===== config.mk =====
export PLATFORM = sky130hd
export DESIGN_NAME = tlic_top
export DESIGN_NICKNAME = d
export VERILOG_FILES = /design/src/core/tlic_pkg.sv /design/src/core/tlic_top.sv
export VERILOG_INCLUDE_DIRS = /design/src /design/src/core
export SDC_FILE = /design/constraint.sdc
export NUM_CORES = 2
export LEC_CHECK = 0
export BUFFER_PORTS_ARGS = -buffer_cell sky130_fd_sc_hd__buf_2
export CAP_MARGIN = 40
export CORE_MARGIN = 3
export CORE_UTILIZATION = 50
export DETAILED_ROUTE_END_ITERATION = 8
export HOLD_SLACK_MARGIN = 0.08
export PLACE_DENSITY = 0.79
export RECOVER_POWER = 50
export SLEW_MARGIN = 20
export SYNTH_ARGS = -nofsm -noshare
export SYNTH_HDL_FRONTEND = slang
export SYNTH_SLANG_ARGS = --single-unit

===== constraint.sdc =====
create_clock -name clk -period 63.8 [get_ports clk]
set_input_delay 12.76 -clock clk [delete_from_list [all_inputs] [get_ports clk]]
set_output_delay 12.76 -clock clk [all_outputs]
set_load 0.03 [all_outputs]

===== src/core/tlic_cfg.svh =====
`ifndef TLIC_CFG_SVH
`define TLIC_CFG_SVH

// ----------------------------------------------------------------
// Register byte offsets
// ----------------------------------------------------------------
`define TLIC_OFS_EN_SET    10'h000
`define TLIC_OFS_EN_CLR    10'h004
`define TLIC_OFS_PEND_SET  10'h008
`define TLIC_OFS_PEND_CLR  10'h00c
`define TLIC_OFS_ACTIVE    10'h010
`define TLIC_OFS_SYS_EN    10'h014
`define TLIC_OFS_SYS_PEND  10'h018
`define TLIC_OFS_MISS      10'h01c
`define TLIC_OFS_PRIO_BASE 10'h100
`define TLIC_OFS_MASK_BASE 10'h200
`define TLIC_OFS_FLAG_BASE 10'h300

// ----------------------------------------------------------------
// Exception table positions
// ----------------------------------------------------------------
`define TLIC_POS_STACK    6'h00
`define TLIC_POS_RESET    6'h01
`define TLIC_POS_NMI      6'h02
`define TLIC_POS_HARD     6'h03
`define TLIC_POS_MEM      6'h04
`define TLIC_POS_BUS      6'h05
`define TLIC_POS_USAGE    6'h06
`define TLIC_POS_SVC      6'h0b
`define TLIC_POS_DBGMON   6'h0c
`define TLIC_POS_DEFER    6'h0e
`define TLIC_POS_TICK     6'h0f
`define TLIC_POS_PERIPH0  6'h10
`define TLIC_POS_LAST     6'h20
`define TLIC_POS_EXT_A    6'h1c

// ----------------------------------------------------------------
// System enable and pend field positions
// ----------------------------------------------------------------
`define TLIC_SYS_EN_MEM     0
`define TLIC_SYS_EN_BUS     1
`define TLIC_SYS_EN_USAGE   2
`define TLIC_SYS_EN_DBGMON  3
`define TLIC_SYS_PEND_SET   0
`define TLIC_SYS_PEND_CLR   1

// ----------------------------------------------------------------
// Reset values
// ----------------------------------------------------------------
`define TLIC_RST_PRIO     5'h00
`define TLIC_RST_SYS_EN   4'h0
`define TLIC_THREAD_LEVEL 7'h40

`endif


===== src/core/tlic_pkg.sv =====
package tlic_pkg;

    localparam int NUM_POS    = 33;
    localparam int NUM_PERIPH = 17;

    typedef enum logic [2:0] {
        BOOT_SP  = 3'b001,
        BOOT_PC  = 3'b010,
        BOOT_RUN = 3'b100
    } tlic_boot_t;

    typedef struct packed {
        logic       valid;
        logic [5:0] num;
        logic [7:0] vec_addr;
    } tlic_req_t;

    typedef struct packed {
        logic       fetch;
        logic [7:0] vec_addr;
    } tlic_boot_fetch_t;

    typedef struct packed {
        logic       wr;
        logic       rd;
        logic [9:0] addr;
        logic [31:0] wdata;
    } tlic_bus_t;

endpackage


===== src/core/tlic_top.sv =====
// Design decisions made here: the plain strobed port and the register addresses.
`timescale 1ns/1ps
`include "tlic_cfg.svh"

module tlic_top #(
    parameter int SRC_W = 16
) (
    input  wire logic                          clk,
    input  wire logic                          reset,
    input  wire tlic_pkg::tlic_bus_t           bus,
    output logic [31:0]                        rdata,
    input  wire logic [tlic_pkg::NUM_PERIPH-1:0][SRC_W-1:0] src_evt,
    input  wire logic [3:0]                    ext_pin,
    input  wire logic                          nmi_pin,
    input  wire logic [2:0]                    fault_evt,
    input  wire logic                          svc_evt,
    input  wire logic                          dbgmon_evt,
    input  wire logic                          tick_evt,
    input  wire logic                          core_halted,
    output tlic_pkg::tlic_req_t                req,
    input  wire logic                          core_ack,
    input  wire logic                          core_ret,
    input  wire logic [5:0]                    core_ret_num,
    output tlic_pkg::tlic_boot_fetch_t         boot
);
    import tlic_pkg::*;

    localparam int NP = NUM_PERIPH;

    // ------------------------------------------------------------
    // Helpers
    // ------------------------------------------------------------
    // Effective urgency: the three fixed exceptions take codes below every
    // programmable code, so software can never outrank them.
    function automatic logic [6:0] eff(input logic [5:0] pos, input logic [4:0] pr);
        eff = (pos <= `TLIC_POS_HARD) ? {2'b00, pos[4:0]} : {2'b01, pr};
    endfunction

    function automatic logic in_bank(input logic [9:0] a, input logic [9:0] base);
        in_bank = (a[9:8] == base[9:8]);
    endfunction

    function automatic logic [31:0] pad17(input logic [NP-1:0] v);
        pad17 = {15'h0000, v};
    endfunction

    // ------------------------------------------------------------
    // State
    // ------------------------------------------------------------
    logic [NUM_POS-1:0]          pend_q;
    logic [NUM_POS-1:0]          act_q;
    logic [NP-1:0]               en_q;
    logic [4:0]                  prio_q [NUM_POS];
    logic [3:0]                  sys_en_q;
    logic [NP-1:0][SRC_W-1:0]    mask_q;
    logic [NP-1:0][SRC_W-1:0]    flag_q;
    logic [NP-1:0]               miss_q;
    logic [3:0]                  pin_s1_q;
    logic [3:0]                  pin_s2_q;
    logic [3:0]                  pin_s3_q;
    logic                        nmi_s1_q;
    logic                        nmi_s2_q;
    tlic_boot_t                  boot_q;

    logic [NP-1:0][SRC_W-1:0]    evt;
    logic [NP-1:0]               line;
    logic [NUM_POS-1:0]          hw_set;
    logic [NUM_POS-1:0]          sw_set;
    logic [NUM_POS-1:0]          sw_clr;
    logic [NUM_POS-1:0]          eligible;
    logic [6:0]                  cur_eff;
    logic [6:0]                  best_eff;
    logic [5:0]                  best_pos;
    logic                        best_ok;
    logic                        wr_top;
    logic [5:0]                  widx;

    assign wr_top = bus.wr && (bus.addr[9:8] == 2'b00);
    assign widx   = bus.addr[7:2];

    // ------------------------------------------------------------
    // Pin synchronisers
    // ------------------------------------------------------------
    always_ff @(posedge clk or posedge reset) begin
        if (reset) begin
            pin_s1_q <= 4'h0;
            pin_s2_q <= 4'h0;
            pin_s3_q <= 4'h0;
            nmi_s1_q <= 1'b0;
            nmi_s2_q <= 1'b0;
        end else begin
            pin_s1_q <= ext_pin;
            pin_s2_q <= pin_s1_q;
            pin_s3_q <= pin_s2_q;
            nmi_s1_q <= nmi_pin;
            nmi_s2_q <= nmi_s1_q;
        end
    end

    // ------------------------------------------------------------
    // Second-level event merger
    // ------------------------------------------------------------
    // External pin lines feed source 0 of their peripheral on a rising edge.
    always_comb begin
        evt = src_evt;
        for (int k = 0; k < 4; k++) begin
            evt[int'(`TLIC_POS_EXT_A) - 16 + k][0] =
                src_evt[int'(`TLIC_POS_EXT_A) - 16 + k][0] | (pin_s2_q[k] & ~pin_s3_q[k]);
        end
        for (int p = 0; p < NP; p++) begin
            line[p] = |(flag_q[p] & mask_q[p]);
        end
    end

    always_ff @(posedge clk or posedge reset) begin
        if (reset) begin
            mask_q <= '0;
        end else if (bus.wr && in_bank(bus.addr, `TLIC_OFS_MASK_BASE) && widx < 6'(NP)) begin
            mask_q[widx] <= bus.wdata[SRC_W-1:0];
        end
    end

    always_ff @(posedge clk or posedge reset) begin
        if (reset) begin
            flag_q <= '0;
        end else begin
            for (int p = 0; p < NP; p++) begin
                if (bus.wr && in_bank(bus.addr, `TLIC_OFS_FLAG_BASE) && widx == 6'(p)) begin
                    // The event term is ORed last so a clear never swallows it.
                    flag_q[p] <= (flag_q[p] & ~bus.wdata[SRC_W-1:0]) | evt[p];
                end else begin
                    flag_q[p] <= flag_q[p] | evt[p];
                end
            end
        end
    end

    always_ff @(posedge clk or posedge reset) begin
        if (reset) begin
            miss_q <= '0;
        end else begin
            for (int p = 0; p < NP; p++) begin
                if (|(evt[p] & flag_q[p] & mask_q[p])) begin
                    miss_q[p] <= 1'b1;
                end else if (bus.wr && bus.addr == `TLIC_OFS_MISS && bus.wdata[p]) begin
                    miss_q[p] <= 1'b0;
                end
            end
        end
    end

    // ------------------------------------------------------------
    // Arbitration
    // ------------------------------------------------------------
    always_comb begin
        cur_eff = `TLIC_THREAD_LEVEL;
        for (int i = 0; i < NUM_POS; i++) begin
            if (act_q[i] && eff(6'(i), prio_q[i]) < cur_eff) begin
                cur_eff = eff(6'(i), prio_q[i]);
            end
        end
    end

    always_comb begin
        eligible = pend_q;
        eligible[`TLIC_POS_MEM]    = pend_q[`TLIC_POS_MEM] & sys_en_q[`TLIC_SYS_EN_MEM];
        eligible[`TLIC_POS_BUS]    = pend_q[`TLIC_POS_BUS] & sys_en_q[`TLIC_SYS_EN_BUS];
        eligible[`TLIC_POS_USAGE]  = pend_q[`TLIC_POS_USAGE] & sys_en_q[`TLIC_SYS_EN_USAGE];
        eligible[`TLIC_POS_DBGMON] = pend_q[`TLIC_POS_DBGMON]
                                     & sys_en_q[`TLIC_SYS_EN_DBGMON] & ~core_halted;
        for (int p = 0; p < NP; p++) begin
            eligible[16 + p] = pend_q[16 + p] & en_q[p];
        end
        best_eff = `TLIC_THREAD_LEVEL;
        best_pos = 6'h00;
        best_ok  = 1'b0;
        // Scanning downward with <= lets the lower position win a tie.
        for (int i = NUM_POS - 1; i >= 0; i--) begin
            if (eligible[i] && eff(6'(i), prio_q[i]) <= best_eff) begin
                best_eff = eff(6'(i), prio_q[i]);
                best_pos = 6'(i);
                best_ok  = 1'b1;
            end
        end
    end

    // Strictly more urgent only: an active NMI is never preempted by itself.
    always_comb begin
        req.valid    = best_ok && (best_eff < cur_eff) && (boot_q == BOOT_RUN);
        req.num      = best_pos;
        req.vec_addr = {best_pos, 2'b00};
    end

    // ------------------------------------------------------------
    // Pending sources
    // ------------------------------------------------------------
    function automatic logic fault_ok(input logic [5:0] pos, input logic en, input logic [6:0] ce,
                                      input logic [4:0] pr);
        fault_ok = en && (eff(pos, pr) < ce);
    endfunction

    always_comb begin
        hw_set = '0;
        hw_set[`TLIC_POS_NMI] = nmi_s2_q;
        for (int f = 0; f < 3; f++) begin
            if (fault_evt[f]) begin
                if (fault_ok(`TLIC_POS_MEM + 6'(f), sys_en_q[f], cur_eff,
                             prio_q[int'(`TLIC_POS_MEM) + f])) begin
                    hw_set[int'(`TLIC_POS_MEM) + f] = 1'b1;
                end else begin
                    hw_set[`TLIC_POS_HARD] = 1'b1;
                end
            end
        end
        if (svc_evt) begin
            if (fault_ok(`TLIC_POS_SVC, 1'b1, cur_eff, prio_q[`TLIC_POS_SVC])) begin
                hw_set[`TLIC_POS_SVC] = 1'b1;
            end else begin
                hw_set[`TLIC_POS_HARD] = 1'b1;
            end
        end
        hw_set[`TLIC_POS_DBGMON] = dbgmon_evt && sys_en_q[`TLIC_SYS_EN_DBGMON] && !core_halted
            && (eff(`TLIC_POS_DBGMON, prio_q[`TLIC_POS_DBGMON]) < cur_eff);
        hw_set[`TLIC_POS_TICK] = tick_evt;
        for (int p = 0; p < NP; p++) begin
            hw_set[16 + p] = line[p];
        end
    end

    always_comb begin
        sw_set = '0;
        sw_clr = '0;
        if (wr_top && bus.addr == `TLIC_OFS_PEND_SET) begin
            sw_set[NUM_POS-1:16] = bus.wdata[NP-1:0];
        end
        if (wr_top && bus.addr == `TLIC_OFS_PEND_CLR) begin
            sw_clr[NUM_POS-1:16] = bus.wdata[NP-1:0];
        end
        if (wr_top && bus.addr == `TLIC_OFS_SYS_PEND) begin
            sw_set[`TLIC_POS_DEFER] = bus.wdata[`TLIC_SYS_PEND_SET];
            sw_clr[`TLIC_POS_DEFER] = bus.wdata[`TLIC_SYS_PEND_CLR];
        end
        if (core_ack && req.valid) begin
            sw_clr[best_pos] = 1'b1;
        end
    end

    always_ff @(posedge clk or posedge reset) begin
        if (reset) begin
            pend_q <= '0;
        end else begin
            // A source asserting in a clearing cycle keeps its latch set.
            pend_q <= (pend_q & ~sw_clr) | hw_set | sw_set;
        end
    end

    always_ff @(posedge clk or posedge reset) begin
        if (reset) begin
            act_q <= '0;
        end else begin
            for (int i = 0; i < NUM_POS; i++) begin
                if (core_ack && req.valid && best_pos == 6'(i)) begin
                    act_q[i] <= 1'b1;
                end else if (core_ret && core_ret_num == 6'(i)) begin
                    act_q[i] <= 1'b0;
                end
            end
        end
    end

    // ------------------------------------------------------------
    // Configuration registers
    // ------------------------------------------------------------
    always_ff @(posedge clk or posedge reset) begin
        if (reset) begin
            en_q <= '0;
        end else if (wr_top && bus.addr == `TLIC_OFS_EN_SET) begin
            en_q <= en_q | bus.wdata[NP-1:0];
        end else if (wr_top && bus.addr == `TLIC_OFS_EN_CLR) begin
            en_q <= en_q & ~bus.wdata[NP-1:0];
        end
    end

    always_ff @(posedge clk or posedge reset) begin
        if (reset) begin
            sys_en_q <= `TLIC_RST_SYS_EN;
        end else if (wr_top && bus.addr == `TLIC_OFS_SYS_EN) begin
            sys_en_q <= bus.wdata[3:0];
        end
    end

    always_ff @(posedge clk or posedge reset) begin
        if (reset) begin
            for (int i = 0; i < NUM_POS; i++) begin
                prio_q[i] <= `TLIC_RST_PRIO;
            end
        end else if (bus.wr && in_bank(bus.addr, `TLIC_OFS_PRIO_BASE)
                     && widx > `TLIC_POS_HARD && widx <= `TLIC_POS_LAST) begin
            prio_q[widx] <= bus.wdata[4:0];
        end
    end

    // ------------------------------------------------------------
    // Boot sequence and read port
    // ------------------------------------------------------------
    // Stack value first, then the reset handler, then normal arbitration.
    always_ff @(posedge clk or posedge reset) begin
        if (reset) begin
            boot_q <= BOOT_SP;
        end else begin
            case (boot_q)
                BOOT_SP: boot_q <= BOOT_PC;
                BOOT_PC: boot_q <= BOOT_RUN;
                BOOT_RUN: boot_q <= BOOT_RUN;
                default: boot_q <= BOOT_SP;
            endcase
        end
    end

    always_comb begin
        boot.fetch    = (boot_q != BOOT_RUN);
        boot.vec_addr = (boot_q == BOOT_SP) ? {`TLIC_POS_STACK, 2'b00}
                                            : {`TLIC_POS_RESET, 2'b00};
    end

    always_ff @(posedge clk or posedge reset) begin
        if (reset) begin
            rdata <= 32'h0000_0000;
        end else if (bus.rd) begin
            rdata <= 32'h0000_0000;
            case (bus.addr[9:8])
                2'b00: begin
                    case (bus.addr)
                        `TLIC_OFS_EN_SET, `TLIC_OFS_EN_CLR: rdata <= pad17(en_q);
                        `TLIC_OFS_PEND_SET, `TLIC_OFS_PEND_CLR: rdata <= pad17(pend_q[32:16]);
                        `TLIC_OFS_ACTIVE: rdata <= pad17(act_q[32:16]);
                        `TLIC_OFS_SYS_EN: rdata <= {28'h0000000, sys_en_q};
                        `TLIC_OFS_SYS_PEND: rdata <= {16'h0000, pend_q[15:0]};
                        `TLIC_OFS_MISS: rdata <= pad17(miss_q);
                        default: rdata <= 32'h0000_0000;
                    endcase
                end
                2'b01: if (widx <= `TLIC_POS_LAST) rdata <= {27'h0000000, prio_q[widx]};
                2'b10: if (widx < 6'(NP)) rdata <= 32'(mask_q[widx]);
                default: if (widx < 6'(NP)) rdata <= 32'(flag_q[widx]);
            endcase
        end else begin
            rdata <= 32'h0000_0000;
        end
    end

endmodule

==> results.cfg <==
[grt]
pin_count_of_the_biggest_net_entering_global_routing = 185
grt.total_usage_pct = 38.4
grt.met1_usage_pct = 49.8
grt_first_pass_wirelength_um = 331000
grt.overflow.total = 0
antenna_violations_before_repair = 35
use_met2_pct = 55.6
globalRouteMet3Util_pct = 10.2
number_of_global_route_vias_before_repair = 49333
top_usage_layer = met2

[clocking]
clockBufferDepth = 3
post_cts_hold_buffer_count = 0
clock-sinks = 847
cts_root_buf = sky130_fd_sc_hd__clkbuf_16
clock_latency_ns = 0.70
cts_inserted_buffers = 89
h-tree-depth = 3
path_clk_slew_ns = 0.07
cts_tree = yes

[worst_hold_path]
hp-class = flip-flop to flip-flop
holdCritStartpoint = pin_s1_q[1]$_DFF_PP0_
min_delay_worst_endpoint = pin_s2_q[1]$_DFF_PP0_
worst_hold_path.num_cells = 0

[power_and_ir_drop]
switching_power_mw = 0.442
max-vdd-ir-drop_uv = 23.1
pwr_density_cell_nw_per_um2 = 22.2
static-leakage-power_nw = 26.7
cellInternalPower_mw = 0.981
totalPowerFinal_mw = 1.42
seq_power_share_pct = 39.8
switching_share_pct = 31.1
power.combinational.fraction_pct = 20.5
p_clk_share_pct = 39.7

[logic_synthesis]
yosysSeqAreaShare_pct = 37.8
synthCells = 5585
post_synth_num_cell_types = 116
async_reset_ff_share_pct = 100
synth_enable_flop_cells = 0
post_synth.cell_area_avg_um2 = 10.0
synthFlopType = sky130_fd_sc_hd__dfrtp_1
synth.yosys.warnings = 0
synth_area_um2 = 56000
postSynthRegisterBits = 847

[critical_path]
path_buf_inv = 28
reg2reg_depth = 262
critical_path_required_ns = 51.04
regToRegEndpoint = pend_q[10]$_DFF_PP0_
criticalPathCategory = flip-flop to primary output
crit_path_top_delay_cell = sky130_fd_sc_hd__or4_4
crit_arrival_ns = 49.00
critical-path-top-delay-family = compound AO/OA/AOI/OAI gates
timing.critical_path.to_type = primary output
setup.reg_to_reg.worst_slack_ns = 14.68
startpoint_kind_of_the_worst_setup_timing_path = flip-flop
cp_common_cell = sky130_fd_sc_hd__ha_1
critPathMaxStageDelay_ns = 0.51
crit_path_max_fanout = 8

[sta]
setup_violations = 0
timing_hold_violations_final = 0
holdWs_ns = 0.352
min_period_over_period_pct = 96.8
fin_tns_setup_ns = 0
achievable-frequency_ghz = 0.0162
clock_skew_ns = 0.0329
finalCriticalPeriod_ns = 61.76
final-max-slew-violation-count = 762
timing.max_slew.rel_slack_pct = -545
worst_slew_pin_slew_ns = 9.68

[floorplan]
io_pins = 394
die_w_um = 341
core_um2 = 111000
floorplan.die_area_um2 = 116000
fp-row-count = 122
initial_core_util_pct = 50.5
die_height_um = 341

[place]
post-dp-hpwl_um = 173000
port-buffer-count = 354
gpl.final_weighted_congestion = 1.03
postPlaceCellArea_um2 = 59900

[routing]
routed-via-count = 51762
route.final.wire_length_um = 230000
detail_route.wl_per_cell_um = 30.5
antenna_left = 0
dr.pass1.iters = 7
first_iter_violations = 7777
route.detailed.vias_per_inst = 6.86
drc = 0

[cells_and_area]
layout.cells.most_common_list = sky130_fd_sc_hd__dfrtp_1 (844), sky130_fd_sc_hd__nand2_1 (654), sky130_fd_sc_hd__mux2_2 (498), sky130_fd_sc_hd__nand3_1 (365), sky130_fd_sc_hd__buf_2 (335)
postLayoutCellArea_um2 = 64100
drive_gt1_share_pct = 26.3
nNetsFinal = 6545
final_common_cell = sky130_fd_sc_hd__dfrtp_1
area_growth_syn_to_layout_pct = 14.5

[status]
outcome = finished with violations
violations = max-capacitance violations, max-slew violations

[run]
max_cap_violations = 10
-- worst reg2reg max path: cells and delay by family (launching register included) --
kind,cells,cell delay [ns]
flops,1,0.43
buf+inv,26,3.05
simple gates,72,10.82
compound gates,110,19.29
mux,20,5.77
fa+ha+maj,34,9.58
-- cells by family (layout without fill, tap and decap cells) --
group / Yosys count / count (layout) / share of synthesized area [%]
XOR/XNOR: 8 / 8 / 0.125
multiplexers: 809 / 809 / 20.2
other: 1 / 55 / 0.00669
AND/OR/NAND/NOR: 1753 / 1753 / 15.1
buffers and inverters: 535 / 952 / 3.85
flip-flops: 847 / 847 / 37.8
adder cells (fa/ha/maj): 260 / 260 / 5.78
AO/OA/AOI/OAI: 1372 / 1374 / 17.1
-- flip-flops by register name (all words and copies together) (netlist names), 17 cells and up, named ones only --
name and cells:
act_q 33, pend_q 33, flag_q 272, mask_q 272, miss_q 17, rdata 17, prio_q 165
-- power by group through the flow --
stage          sequential [mW]  clock [mW]  combinational (mW)
6_report                 0.567       0.564               0.292
5_1_grt                  0.567       0.589               0.312
4_1_cts                  0.565       0.567               0.272
3_5_place_dp             0.575           0               0.269
3_3_place_gp             0.575           0               0.261
2_1_floorplan            0.568           0               0.173
-- stage by stage --
stage	cells	setup slack [ns]	util (%)
floorplan	5608	2.67	-
CTS	7453	0.0352	56.9
finish	7546	2.04	57.8
global route	7529	-0.536	57.8
detailed placement	7283	-0.287	54.0
global placement	7247	0.771	53.5
-- how the worst max path moves through the flow --
stage	slack (ns)	depth (start not counted)	from	end
global placement	0.77	262	pend_q[32]$_DFF_PP0_	req[14]
finish	2.04	263	flip-flop	req[14]
global route	-0.54	268	pend_q[32]$_DFF_PP0_	req[14]
floorplan	2.67	266	pend_q[32]$_DFF_PP0_	req[14]
CTS	0.04	263	flip-flop	req[14]
detailed placement	-0.29	264	pend_q[32]$_DFF_PP0_	req[14]
-- layer usage --
metal	routed length, µm	up-vias
li1	-	21684
met3	28000	807
met4	19600	8
met2	98100	3596
met1	84100	25667
met5	54	-
-- final cells by class --
class	instances	area [µm²]
Tap cell	1488	1860
Timing Repair Buffer	557	3410
Inverter	230	867
Clock inverter	50	688
Sequential cell	847	21200
Multi-Input combinational cell	4228	33600
Antenna cell	31	77.6
Fill cell	9331	46800
Clock buffer	115	2470
-- synth_stat cells (42+ instances only) --
library cell	n	area [µm²]
sky130_fd_sc_hd__o21a_1	51	383
sky130_fd_sc_hd__inv_1	228	856
sky130_fd_sc_hd__o211ai_1	42	315
sky130_fd_sc_hd__a31oi_1	73	457
sky130_fd_sc_hd__nor3_1	65	325
sky130_fd_sc_hd__mux4_2	207	4660
sky130_fd_sc_hd__a22oi_1	126	946
sky130_fd_sc_hd__a21oi_1	155	776
sky130_fd_sc_hd__ha_1	254	3180
sky130_fd_sc_hd__mux2_2	502	5650
sky130_fd_sc_hd__nand2_1	656	2460
sky130_fd_sc_hd__o21ai_0	253	1270
sky130_fd_sc_hd__clkbuf_1	232	871
sky130_fd_sc_hd__nand3_1	366	1830
sky130_fd_sc_hd__nand4_1	118	738
sky130_fd_sc_hd__nor2b_1	80	500
sky130_fd_sc_hd__mux2i_1	96	961
sky130_fd_sc_hd__a21o_1	325	2440
sky130_fd_sc_hd__nand2b_1	49	307
sky130_fd_sc_hd__dfrtp_1	846	21200
sky130_fd_sc_hd__nor2_1	212	796
-- repair_timing --
| action | CTS | global route |
|---|---|---|
| buffers inserted | 5 | 54 |
| gates resized for setup | 12 | 172 |
| setup endpoints to repair | 11 | 13 |
| pin swaps | 3 | 51 |
| cloned | 0 | 2 |
Note: power is estimated with default switching activity, not from simulation.
